$ cat src/pkg/pm_params.svh
`ifndef PM_PARAMS_SVH
`define PM_PARAMS_SVH

// register indices; byte address on the bus is four times the index
`define PM_IDX_P2_DATA   32'hfffff011
`define PM_IDX_P2_FUNC   32'hfffff016
`define PM_IDX_P2_DIR    32'hfffff017
`define PM_IDX_P3_FUNC   32'hfffff018
`define PM_IDX_P3_DIR    32'hfffff019
`define PM_IDX_P3_DATA   32'hfffff01b
`define PM_IDX_P4_DATA   32'hfffff01d
`define PM_IDX_P4_FUNC   32'hfffff022
`define PM_IDX_P4_DIR    32'hfffff023
`define PM_IDX_P5_DATA   32'hfffff02b
`define PM_IDX_P5_FUNC   32'hfffff02e
`define PM_IDX_P5_DIR    32'hfffff02f
// strap and start-up status, byte address
`define PM_ADDR_STATUS   12'hffc

// implemented bit masks
`define PM_MASK_FULL     8'hff
`define PM_MASK_P3_DIR   8'hfc
`define PM_MASK_P4       8'h1f

// reset values before the straps are taken
`define PM_RST_P2_DATA   8'h00
`define PM_RST_P2_CTRL   8'h00
`define PM_RST_P3_FUNC   8'h00
`define PM_RST_P3_DATA   8'h03
`define PM_RST_P3_DIR    8'h00
`define PM_RST_P4_DATA   8'h10
`define PM_RST_P4_CTRL   8'h00
`define PM_RST_P5_DATA   8'hff
`define PM_RST_P5_CTRL   8'h00

// strap-dependent fields
`define PM_P3_PU_FIELD   8'h7c
`define PM_P3_PIN7       8'h80
`define PM_P4_PU_FIELD   8'h0f

// status bits
`define PM_ST_BUSMODE    0
`define PM_ST_PULLUP     1
`define PM_ST_READY      2

`endif

$ cat src/pkg/pm_pkg.sv
package pm_pkg;

    // function/direction pair of one pin
    typedef enum logic [1:0] {
        PM_FN_IN     = 2'b00,
        PM_FN_OUT    = 2'b01,
        PM_FN_ALT_LO = 2'b10,
        PM_FN_ALT_HI = 2'b11
    } pm_pinfn_t;

    // start-up sequence: straps are caught after reset release
    typedef enum logic [0:0] {
        PM_ST_STRAP = 1'b0,
        PM_ST_RUN   = 1'b1
    } pm_init_t;

endpackage

$ cat src/rtl/pm_port_mux.sv
// The APB slave port was decided locally.
`timescale 1ns/1ps
`default_nettype none
`include "pm_params.svh"

// Summary of operation
// - port two pair: 00 in, 01 out, 10 address 7..0, 11 address 23..16
// - reset clears port two latch; all its pins come up as inputs
// - port three pins 0 and 1 always drive, as port or strobe
// - port three latch: bits 0,1 set; bits 2..6 follow pull-up select
// - port three latch bit 7 set in separate bus, clear in multiplexed
// - port three direction bits 2..6 reset to input; bits 0,1 absent
// - port three direction bit 7 resets to input or output by bus mode
// - port three function bits clear at reset; pull-ups follow strap
// - port three pin 0 with function bit set carries read strobe
// - port three pin 1 with function bit set carries write strobe
// - bus grant acknowledge enables pull-ups on pins 2 and 6 if selected
// - port four pins 0..3: port when function 0, chip select when 1
// - port four pin 4: port when function 0, system clock out when 1
// - port four latch: bit 4 set; bits 0..3 follow pull-up select
// - port four direction and function clear; pin 4 pull-up off
// - port five latch all ones, direction and function cleared
// - port five address function exists only in separate bus mode
// - port five pair: 00 in, 01 out, 10 in, 11 address 7..0
module pm_port_mux
    import pm_pkg::*;
#(
    parameter int ADDR_W = 12
)
(
    // clock, reset, enable
    input  wire logic              mclk,
    input  wire logic              rst_b,
    input  wire logic              clk_en,
    // straps
    input  wire logic              bus_mode_strap,
    input  wire logic              reset_pullup_select,
    // apb slave
    input  wire logic              psel,
    input  wire logic              penable,
    input  wire logic              pwrite,
    input  wire logic [ADDR_W-1:0] paddr,
    input  wire logic [31:0]       pwdata,
    output logic      [31:0]       prdata,
    output logic                   pready,
    output logic                   pslverr,
    // external bus controller
    input  wire logic [23:0]       ext_addr,
    input  wire logic              ext_rd_n,
    input  wire logic              ext_wr_n,
    input  wire logic [3:0]        chip_select_n,
    input  wire logic              sysclk,
    input  wire logic              bus_grant_ack,
    // port two pins
    input  wire logic [7:0]        p2_in,
    output logic      [7:0]        p2_out,
    output logic      [7:0]        p2_oe,
    // port three pins
    input  wire logic [7:0]        p3_in,
    output logic      [7:0]        p3_out,
    output logic      [7:0]        p3_oe,
    output logic      [7:0]        p3_pullup,
    // port four pins
    input  wire logic [4:0]        p4_in,
    output logic      [4:0]        p4_out,
    output logic      [4:0]        p4_oe,
    output logic      [4:0]        p4_pullup,
    // port five pins
    input  wire logic [7:0]        p5_in,
    output logic      [7:0]        p5_out,
    output logic      [7:0]        p5_oe,
    // mode seen by the core
    output logic                   separate_bus
);

    localparam logic [ADDR_W-1:0] A_P2_DATA =
        ADDR_W'(`PM_IDX_P2_DATA * 4);
    localparam logic [ADDR_W-1:0] A_P2_FUNC =
        ADDR_W'(`PM_IDX_P2_FUNC * 4);
    localparam logic [ADDR_W-1:0] A_P2_DIR  =
        ADDR_W'(`PM_IDX_P2_DIR * 4);
    localparam logic [ADDR_W-1:0] A_P3_FUNC =
        ADDR_W'(`PM_IDX_P3_FUNC * 4);
    localparam logic [ADDR_W-1:0] A_P3_DIR  =
        ADDR_W'(`PM_IDX_P3_DIR * 4);
    localparam logic [ADDR_W-1:0] A_P3_DATA =
        ADDR_W'(`PM_IDX_P3_DATA * 4);
    localparam logic [ADDR_W-1:0] A_P4_DATA =
        ADDR_W'(`PM_IDX_P4_DATA * 4);
    localparam logic [ADDR_W-1:0] A_P4_FUNC =
        ADDR_W'(`PM_IDX_P4_FUNC * 4);
    localparam logic [ADDR_W-1:0] A_P4_DIR  =
        ADDR_W'(`PM_IDX_P4_DIR * 4);
    localparam logic [ADDR_W-1:0] A_P5_DATA =
        ADDR_W'(`PM_IDX_P5_DATA * 4);
    localparam logic [ADDR_W-1:0] A_P5_FUNC =
        ADDR_W'(`PM_IDX_P5_FUNC * 4);
    localparam logic [ADDR_W-1:0] A_P5_DIR  =
        ADDR_W'(`PM_IDX_P5_DIR * 4);
    localparam logic [ADDR_W-1:0] A_STATUS  =
        ADDR_W'(`PM_ADDR_STATUS);

    // register state
    logic [7:0] p2_data;
    logic [7:0] p2_func;
    logic [7:0] p2_dir;
    logic [7:0] p3_data;
    logic [7:0] p3_func;
    logic [7:0] p3_dir;
    logic [7:0] p4_data;
    logic [7:0] p4_func;
    logic [7:0] p4_dir;
    logic [7:0] p5_data;
    logic [7:0] p5_func;
    logic [7:0] p5_dir;

    // straps and start-up
    pm_init_t   init_state;
    logic       bus_muxed;
    logic       pullup_sel;

    // bus decode
    logic       setup_ph;
    logic       wr_en;
    logic [7:0] wbyte;
    logic       addr_hit;
    logic [7:0] next_rdata;
    logic [7:0] p2_view;
    logic [7:0] p3_view;
    logic [7:0] p4_view;
    logic [7:0] p5_view;

    assign setup_ph = psel && !penable;
    assign wr_en    = clk_en && psel && penable && pwrite
                      && init_state == PM_ST_RUN;
    assign wbyte    = pwdata[7:0];
    // zero wait states: data is fetched in the setup cycle
    assign pready   = 1'b1;

    assign separate_bus = !bus_muxed;

    // strap capture; async reset only loads constants, straps land after
    always_ff @(posedge mclk or negedge rst_b)
    begin
        if (!rst_b)
        begin
            init_state <= PM_ST_STRAP;
            bus_muxed  <= 1'b0;
            pullup_sel <= 1'b0;
        end
        else if (clk_en)
        begin
            case (init_state)
                PM_ST_STRAP:
                begin
                    bus_muxed  <= bus_mode_strap;
                    pullup_sel <= reset_pullup_select;
                    init_state <= PM_ST_RUN;
                end
                PM_ST_RUN:
                begin
                    init_state <= PM_ST_RUN;
                end
                default:
                begin
                    init_state <= PM_ST_STRAP;
                end
            endcase
        end
    end

    // port two registers
    always_ff @(posedge mclk or negedge rst_b)
    begin
        if (!rst_b)
        begin
            p2_data <= `PM_RST_P2_DATA;
            p2_func <= `PM_RST_P2_CTRL;
            p2_dir  <= `PM_RST_P2_CTRL;
        end
        else if (wr_en)
        begin
            if (paddr == A_P2_DATA)
                p2_data <= wbyte;
            if (paddr == A_P2_FUNC)
                p2_func <= wbyte;
            if (paddr == A_P2_DIR)
                p2_dir <= wbyte;
        end
    end

    // port three registers; strap fields fill in the start-up cycle
    always_ff @(posedge mclk or negedge rst_b)
    begin
        if (!rst_b)
        begin
            p3_data <= `PM_RST_P3_DATA;
            p3_func <= `PM_RST_P3_FUNC;
            p3_dir  <= `PM_RST_P3_DIR;
        end
        else if (clk_en && init_state == PM_ST_STRAP)
        begin
            p3_data <= `PM_RST_P3_DATA
                       | (reset_pullup_select ? `PM_P3_PU_FIELD
                                              : 8'h00)
                       | (bus_mode_strap ? 8'h00
                                         : `PM_P3_PIN7);
            p3_dir  <= bus_mode_strap ? `PM_P3_PIN7 : 8'h00;
        end
        else if (wr_en)
        begin
            if (paddr == A_P3_DATA)
                p3_data <= wbyte;
            if (paddr == A_P3_FUNC)
                p3_func <= wbyte;
            if (paddr == A_P3_DIR)
                p3_dir <= wbyte & `PM_MASK_P3_DIR;
        end
    end

    // port four registers; bits 7..5 do not exist
    always_ff @(posedge mclk or negedge rst_b)
    begin
        if (!rst_b)
        begin
            p4_data <= `PM_RST_P4_DATA;
            p4_func <= `PM_RST_P4_CTRL;
            p4_dir  <= `PM_RST_P4_CTRL;
        end
        else if (clk_en && init_state == PM_ST_STRAP)
        begin
            p4_data <= `PM_RST_P4_DATA
                       | (reset_pullup_select ? `PM_P4_PU_FIELD
                                              : 8'h00);
        end
        else if (wr_en)
        begin
            if (paddr == A_P4_DATA)
                p4_data <= wbyte & `PM_MASK_P4;
            if (paddr == A_P4_FUNC)
                p4_func <= wbyte & `PM_MASK_P4;
            if (paddr == A_P4_DIR)
                p4_dir <= wbyte & `PM_MASK_P4;
        end
    end

    // port five registers
    always_ff @(posedge mclk or negedge rst_b)
    begin
        if (!rst_b)
        begin
            p5_data <= `PM_RST_P5_DATA;
            p5_func <= `PM_RST_P5_CTRL;
            p5_dir  <= `PM_RST_P5_CTRL;
        end
        else if (wr_en)
        begin
            if (paddr == A_P5_DATA)
                p5_data <= wbyte;
            if (paddr == A_P5_FUNC)
                p5_func <= wbyte;
            if (paddr == A_P5_DIR)
                p5_dir <= wbyte;
        end
    end

    // reads show the pin for inputs and the latch for driven pins
    assign p2_view = (p2_in & ~p2_oe) | (p2_data & p2_oe);
    assign p3_view = (p3_in & ~p3_oe) | (p3_data & p3_oe);
    assign p4_view = {3'h0, (p4_in & ~p4_oe) | (p4_data[4:0] & p4_oe)};
    assign p5_view = (p5_in & ~p5_oe) | (p5_data & p5_oe);

    // function and direction registers are write-only and read zero
    always_comb
    begin
        next_rdata = 8'h00;
        addr_hit   = 1'b1;
        case (paddr)
            A_P2_DATA: next_rdata = p2_view;
            A_P3_DATA: next_rdata = p3_view;
            A_P4_DATA: next_rdata = p4_view;
            A_P5_DATA: next_rdata = p5_view;
            A_P2_FUNC, A_P2_DIR, A_P3_FUNC, A_P3_DIR,
            A_P4_FUNC, A_P4_DIR, A_P5_FUNC, A_P5_DIR:
                next_rdata = 8'h00;
            A_STATUS:
            begin
                next_rdata[`PM_ST_BUSMODE] = bus_muxed;
                next_rdata[`PM_ST_PULLUP]  = pullup_sel;
                next_rdata[`PM_ST_READY]   = init_state == PM_ST_RUN;
            end
            default:   addr_hit = 1'b0;
        endcase
    end

    // answer is captured in the setup cycle, shown in the access cycle
    always_ff @(posedge mclk or negedge rst_b)
    begin
        if (!rst_b)
        begin
            prdata  <= 32'h0000_0000;
            pslverr <= 1'b0;
        end
        else if (clk_en && setup_ph)
        begin
            prdata  <= {24'h00_0000, pwrite ? 8'h00 : next_rdata};
            pslverr <= !addr_hit;
        end
    end

    // per-pin muxes for the two eight-pin address ports
    genvar i;
    generate
        for (i = 0; i < 8; i++)
        begin : g_addr_ports
            pm_pinfn_t fn2;
            pm_pinfn_t fn5;
            assign fn2 = pm_pinfn_t'({p2_func[i], p2_dir[i]});
            assign fn5 = pm_pinfn_t'({p5_func[i], p5_dir[i]});

            always_comb
            begin
                case (fn2)
                    PM_FN_IN:
                    begin
                        p2_out[i] = p2_data[i];
                        p2_oe[i]  = 1'b0;
                    end
                    PM_FN_OUT:
                    begin
                        p2_out[i] = p2_data[i];
                        p2_oe[i]  = 1'b1;
                    end
                    PM_FN_ALT_LO:
                    begin
                        p2_out[i] = ext_addr[i];
                        p2_oe[i]  = 1'b1;
                    end
                    PM_FN_ALT_HI:
                    begin
                        p2_out[i] = ext_addr[16+i];
                        p2_oe[i]  = 1'b1;
                    end
                    default:
                    begin
                        p2_out[i] = p2_data[i];
                        p2_oe[i]  = 1'b0;
                    end
                endcase
            end

            // multiplexed mode falls back to the latch on code 11
            always_comb
            begin
                case (fn5)
                    PM_FN_OUT:
                    begin
                        p5_out[i] = p5_data[i];
                        p5_oe[i]  = 1'b1;
                    end
                    PM_FN_ALT_HI:
                    begin
                        p5_out[i] = bus_muxed ? p5_data[i]
                                              : ext_addr[i];
                        p5_oe[i]  = 1'b1;
                    end
                    default:
                    begin
                        p5_out[i] = p5_data[i];
                        p5_oe[i]  = 1'b0;
                    end
                endcase
            end
        end
    endgenerate

    // port three: pins 0 and 1 never float
    always_comb
    begin
        p3_out = p3_data;
        p3_oe  = p3_dir & `PM_MASK_P3_DIR;
        p3_oe[1:0] = 2'b11;
        if (p3_func[0])
            p3_out[0] = ext_rd_n;
        if (p3_func[1])
            p3_out[1] = ext_wr_n;
    end

    // pull-ups on inputs follow the latch, so the strap reaches them
    always_comb
    begin
        p3_pullup = ~p3_oe & p3_data & `PM_P3_PU_FIELD;
        if (bus_grant_ack && p3_func[2])
            p3_pullup[2] = 1'b1;
        if (bus_grant_ack && p3_func[6])
            p3_pullup[6] = 1'b1;
    end

    // port four: chip selects and clock out override the direction bit
    always_comb
    begin
        p4_out = p4_data[4:0];
        p4_oe  = p4_dir[4:0] | p4_func[4:0];
        for (int k = 0; k < 4; k++)
        begin
            if (p4_func[k])
                p4_out[k] = chip_select_n[k];
        end
        if (p4_func[4])
            p4_out[4] = sysclk;
    end

    // pin 4 never gets a pull-up
    always_comb
    begin
        p4_pullup    = ~p4_oe & p4_data[4:0];
        p4_pullup[4] = 1'b0;
    end

endmodule

`default_nettype wire

$ cat config.mk
export PLATFORM = sky130hd
export DESIGN_NAME = pm_port_mux
export DESIGN_NICKNAME = d
export VERILOG_FILES = /design/src/pkg/pm_pkg.sv /design/src/rtl/pm_port_mux.sv
export VERILOG_INCLUDE_DIRS = /design/src /design/src/pkg
export SDC_FILE = /design/constraint.sdc
export NUM_CORES = 1
export LEC_CHECK = 0
export BUFFER_PORTS_ARGS = -buffer_cell sky130_fd_sc_hd__buf_4
export CAP_MARGIN = 20
export CORE_MARGIN = 4
export CORE_UTILIZATION = 50
export DETAILED_ROUTE_END_ITERATION = 16
export GPL_TIMING_DRIVEN = 0
export PLACE_DENSITY = 0.93
export SLEW_MARGIN = 10
export SYNTH_ARGS = -nofsm -noshare
export SYNTH_HDL_FRONTEND = slang
export SYNTH_SLANG_ARGS = --single-unit
$ cat constraint.sdc
create_clock -name mclk -period 5.1 [get_ports mclk]
set_input_delay 1.02 -clock mclk [delete_from_list [all_inputs] [get_ports mclk]]
set_output_delay 1.02 -clock mclk [all_outputs]
set_load 0.02 [all_outputs]
==> results.cfg, run 1 <==
[run_status]
status = finished, final reports clean

[job]
maxCapViolCount = 0

[grt]
grt_max_degree = 94
grt_pass1_vias = 4408
gr-total-overflow = 0
antenna_found_initial = 0
grt_pass1_wl_um = 23200
grt_usage_pct = 23.9

[route]
drtPass1Iterations = 4
via_count = 4275
drc = 0
routed_wl_um = 14900
drt-initial-drc-count = 268
wire_per_inst_um = 18.5
drt-vias-per-instance = 5.32
postRouteAntennaNets = 0

[floorplan]
die_area_sq_mm = 0.0122
rows = 37
ioPinCount = 219
die_h_um = 111
core_region_area_sq_mm = 0.0103
fp.dieW_um = 111
initial_core_util_pct = 51.2

[logic_synthesis]
yosysMostFrequentCell = dfrtp_1
synth_flop_cell = dfrtp_1
ys_seq_area_share_pct = 44.5
yosys_warnings = 0
yosysTopAreaCellShare_pct = 39.0
synthArstFlopShare_pct = 100
synth_area_sq_mm = 0.00526
netlist.top_cell.by_area = dfrtp_1
ys_seq_elements = 93
synth_edf_count = 0
synth_area_leaders = dfrtp_1, mux2_2, mux2i_1
avgSynthCellArea_sq_um = 11.2
synth.distinct_cells = 47
synthTopCellsByCount = dfrtp_1, mux2_2, mux2i_1
synthCells = 470

[sta]
worst_pin_slew_ns = 0.840
max_freq_mhz = 354
setup_tns_ns = 0
rsz0062_at_grt = false
period_share_pct = 55.3
hold_violations = 0
period_minus_slack_ns = 2.82
finalSetupViolCount = 0
setup_ws_ns = 2.28
skew_ns = 0.0196
drv_slew = 0
slew_headroom_pct = 44.0

[placed_design]
place.port_buffers = 153
pre_cts_slack_ns = 2.02
routabilityCongestion = 0.879
hpwl_um = 11600

[cts]
cts_buffers = 9
cts.clk_slew.worst_paths_ns = 0.09
worstSkewPairLatency_ns = 0.36
cts_root_buf = clkbuf_8
cts_sinks = 93
holdBufCountCts = 0
clockBufferDepth = 2
cts-resized-gates = 0
cts_setup_buffers = 0
cts_max_level = 3
cts_tree = built

[worst_setup_path]
slowest_stage = dfrtp_1
cp-start-kind = flip-flop
arrival_ns = 1.80
critPathCaptureType = output port
worstPathMaxFanout = 10
criticalPathCategory = flip-flop to output port
path_cells = inv_1, and3_1, mux2_2, buf_4
critical_path.top_delay_family = buffers and inverters
critPathRequiredTime_ns = 4.08
cp_num_buf_inv = 2
cpPeakStageDelay_ns = 0.41
rrSetupSlack_ns = 2.96

[min_path]
min_path_type = flip-flop to flip-flop

[power]
ir_drop_uv = 185
powerDensity_mw_per_mm2 = 219
p_leak_nw = 3.54
power_mw = 1.50

[final_layout]
antenna_cells = 0
drive_above_1_share_pct = 50.1
area_delta_synth_final_pct = 30.5
layout.nets = 776
==> state kept, by name, indices dropped and copies added (netlist names), 4 cells and up <==
name and flops:
p2_dir 8, p3_func 4, p3_data 8, p5_data 8, p4_data 5, p4_dir 5
p5_dir 8, p2_func 8, p5_func 8, p3_dir 6, prdata 8, p2_data 8
p4_func 5
==> layout by cell type, fill, tap and decap left out, types with 3 or more instances in the layout <==
cell      synthesis  layout
o21ai_0          15      15
nand3_1           3       3
dfrtp_1          82      82
a221oi_1          3       3
mux2_4            8       8
nand2_1          26      26
nand2b_1          3       3
dfstp_2          11      11
inv_6             0       3
buf_4            38     190
nand4_1           4       4
o22ai_1           5       5
conb_1            2      31
and4_1            4       4
nor2b_1           9       9
mux2_2           78      78
a21oi_1          26      26
nor2_1           27      27
clkbuf_1         18      18
mux2i_1          41      41
buf_6             2       3
nor3_1            6       6
inv_1             7       7
clkbuf_8          0       9
and3_1           10      10
or2_2            15      15
==> layout make-up <==
cell class / count / area [sq um]
fill: 807 / 3410
multi-input combinational: 341 / 2630
sequential: 93 / 2340
timing repair buffer: 153 / 1150
buffer: 58 / 375
tap: 136 / 170
clock buffer: 9 / 124
clock inverter: 6 / 47.5
inverter: 7 / 26.3
==> worst register-to-register path, cell delays in order (launching register included) <==
cell	delay (ns)
dfrtp_1	0.42
and3_2	0.24
nand3_4	0.15
nor3_1	0.28
nand3_1	0.50
mux2_2	0.46
==> metal layers <==
| layer | up-vias | GRT usage [%] | routed length [um] |
|---|---|---|---|
| met2 | 167 | 41.1 | 7490 |
| met5 | - | 0 | 0 |
| met3 | 20 | 5.04 | 879 |
| met1 | 2105 | 30.3 | 6270 |
| met4 | 0 | 7.14 | 235 |
| li1 | 1983 | - | - |
==> path summary, 6_finish.rpt <==
path | startpoint | to | depth (start not counted)
max reg2reg | init_state$_DFFE_PN0P_ | p5_func[7]$_DFFE_PN0P_ | 5
min reg2reg | pullup_sel$_DFFE_PN0P_ | pullup_sel$_DFFE_PN0P_ | 2
max in group asynchronous | rst_b | p4_func[2]$_DFFE_PN0P_ | 1
min | pullup_sel$_DFFE_PN0P_ | pullup_sel$_DFFE_PN0P_ | 2
max | bus_muxed$_DFFE_PN0P_ | p5_out[3] | 4
min in group asynchronous | rst_b | p2_dir[1]$_DFFE_PN0P_ | 1
==> report_power, final <==
| group | switching [mW] | total, mW | internal [mW] |
|---|---|---|---|
| Clock | 0.273 | 0.454 | 0.180 |
| Combinational | 0.150 | 0.277 | 0.127 |
| Sequential | 0.0178 | 0.774 | 0.756 |
==> per-stage QoR <==
stage / instance area (sq um) / utilization (%) / hold WS (ns) / std cells
after global routing: 6860 / 66.8 / 0.522 / 803
final: 6860 / 66.8 / 0.501 / 803
after CTS: 6860 / 66.7 / 0.504 / 803
after global placement: 6690 / 65.1 / 0.469 / 788
after detailed placement: 6690 / 65.1 / 0.482 / 788
after floorplan: 5370 / - / 0.446 / 499
==> kinds of logic after synthesis <==
kind of cell	after synthesis	synth area share, %
compound gates	55	5.97
flops	93	44.5
simple gates	128	15.0
other cells	2	0.143
buf+inv	65	7.64
mux	127	26.8
No activity file was read; power rests on OpenSTA's default activity.
==> run 2: changes to the inputs <==
--- a/config.mk
+++ b/config.mk
@@ -9,10 +9,10 @@
 export BUFFER_PORTS_ARGS = -buffer_cell sky130_fd_sc_hd__buf_4
 export CAP_MARGIN = 20
 export CORE_MARGIN = 4
-export CORE_UTILIZATION = 50
+export CORE_UTILIZATION = 49
 export DETAILED_ROUTE_END_ITERATION = 16
 export GPL_TIMING_DRIVEN = 0
-export PLACE_DENSITY = 0.93
+export PLACE_DENSITY = 0.91
 export SLEW_MARGIN = 10
 export SYNTH_ARGS = -nofsm -noshare
 export SYNTH_HDL_FRONTEND = slang
==> constraint.sdc (replaced) <==
create_clock -name mclk -period 2.9 [get_ports mclk]
set_input_delay 0.58 -clock mclk [delete_from_list [all_inputs] [get_ports mclk]]
set_output_delay 0.58 -clock mclk [all_outputs]
set_load 0.02 [all_outputs]
==> run 2 against run 1 <==
Core utilization down 0.42 points. Worst hold slack worse by 0.24 ns. Die area is 1.9% higher. Clock power up 92%. Global-route usage up 0.33 points. Cell area rose by 0.27%. Via count up 0.98%. Sequential share of layout area down 0.093 points. First-iteration DRC count shrank 19%. Largest cell class unchanged. Power increased by 81%. Final cell count did not move. Clock-buffer cell count is 1 higher.
==> results.cfg, run 2 (same netlist as run 1, synthesis figures left out) <==
[run_status]
status = finished, final reports clean

[placed_design]
place_area_sq_mm = 0.00669
hpwl_um = 11800
routabilityCongestion = 0.917
place.port_buffers = 153

[power]
intPower_mw = 1.95
powerDensity_mw_per_mm2 = 396
sw_frac_of_total_pct = 28.3
p_leak_nw = 3.54
ir_drop_uv = 260
p_seq_share_pct = 49.9
switchingPower_uw = 771
pwr-share-clk_pct = 32.0
p_comb_share_pct = 18.1

[cts]
holdBufCountCts = 0
cts_root_buf = clkbuf_8
clockBufferDepth = 2
cts_buffers = 9
cts_max_level = 3
cts-resized-gates = 0
cts_sinks = 93
worstSkewPairLatency_ns = 0.36
cts_tree = built
cts.clk_slew.worst_paths_ns = 0.10
cts_setup_buffers = 0

[final_layout]
final_cell_mix = buf_4, dfrtp_1, mux2_2
stdcell_area_sq_mm = 0.00688
layout.nets = 776
layout_commonest_cell = buf_4
area_delta_synth_final_pct = 30.8
antenna_cells = 0
drive_above_1_share_pct = 49.9

[floorplan]
die_h_um = 112
initial_core_util_pct = 50.7
rows = 37
core_region_area_sq_mm = 0.0104
fp.dieW_um = 112
ioPinCount = 219
die_area_sq_mm = 0.0125

[min_path]
min_path_type = input pin to async pin

[grt]
grt_pass1_vias = 4471
use_met3_pct = 4.13
grtUsageMet2_pct = 42.6
grt_pass1_wl_um = 23800
grt_max_degree = 94
antenna_found_initial = 0
use_met1_pct = 30.5
grt_usage_pct = 24.3
gr-max-usage-layer = met2
gr-total-overflow = 0

[route]
drc = 0
postRouteAntennaNets = 0
routed_wl_um = 15200
wire_per_inst_um = 19.0
drt-vias-per-instance = 5.38
via_count = 4317
drtPass1Iterations = 5
drt-initial-drc-count = 218

[worst_setup_path]
cp-start-kind = flip-flop
critPathRequiredTime_ns = 2.32
arrival_ns = 1.85
critPathCaptureType = output port
worstPathMaxFanout = 10
criticalPathCategory = flip-flop to output port

[sta]
setup_tns_ns = 0
drv_slew = 0
worst_pin_slew_ns = 0.850
finalSetupViolCount = 0
max_freq_mhz = 412
skew_ns = 0.0124
slew_headroom_pct = 43.4
fin_hold_ws_ns = 0.259
period_minus_slack_ns = 2.43
period_share_pct = 83.7
hold_violations = 0
rsz0062_at_grt = false

[job]
maxCapViolCount = 0
[run 2: layout make-up]
type | count | area [sq um]
clock buffers | 10 | 128
flip-flops and latches | 93 | 2340
multi-input cells | 341 | 2630
well taps | 136 | 170
fillers | 823 | 3490
inverters | 7 | 26.3
repair buffers | 153 | 1150
plain buffers | 58 | 375
clock inverters | 5 | 62.6
[run 2: power groups by stage]
stage	sequential (mW)	clock [mW]	combinational [mW]
6_report	1.36	0.871	0.492
5_1_grt	1.37	0.938	0.527
4_1_cts	1.36	0.876	0.491
3_5_place_dp	1.38	0	0.490
3_3_place_gp	1.38	0	0.481
2_1_floorplan	1.38	0	0.246
[run 2: metrics by stage]
stage | power, mW | util [%] | setup slack (ns) | cells
after floorplan | 1.63 | - | 0.833 | 499
after global placement | 1.86 | 64.5 | 0.268 | 788
after detailed placement | 1.87 | 64.5 | 0.306 | 788
after CTS | 2.73 | 66.3 | 0.467 | 803
after global routing | 2.83 | 66.4 | 0.419 | 803
final | 2.72 | 66.4 | 0.473 | 803
[run 2: per-layer routing]
layer  routed length [um]  share of wire, %  vias to the layer above
met5                    0                 0                        -
met4                  381               2.5                        0
met3                  953               6.3                       31
met2                 7650                50                      190
met1                 6260                41                     2104
li1                     -                 -                     1992
[run 2: final timing paths]
check                                             from                     end  slack [ns]  cells after the start
worst max-delay path             bus_muxed$_DFFE_PN0P_               p5_out[2]        0.47                      4
worst min-delay path                             rst_b  p2_data[1]$_DFFE_PN0P_        0.26                      1
worst max register to register  init_state$_DFFE_PN0P_  p5_func[0]$_DFFE_PN0P_        0.67                      5
worst min register to register  pullup_sel$_DFFE_PN0P_  pullup_sel$_DFFE_PN0P_        0.50                      2
max in group asynchronous                        rst_b  p3_func[1]$_DFFE_PN0P_        2.02                      1
min in group mclk                               pwrite   prdata[0]$_DFFE_PN0P_        0.42                      2
[run 2: critical path: stages, from the launching register on]
cell	delay, ns
dfrtp_1	0.41
inv_1	0.33
and3_1	0.24
mux2_2	0.36
buf_4	0.16
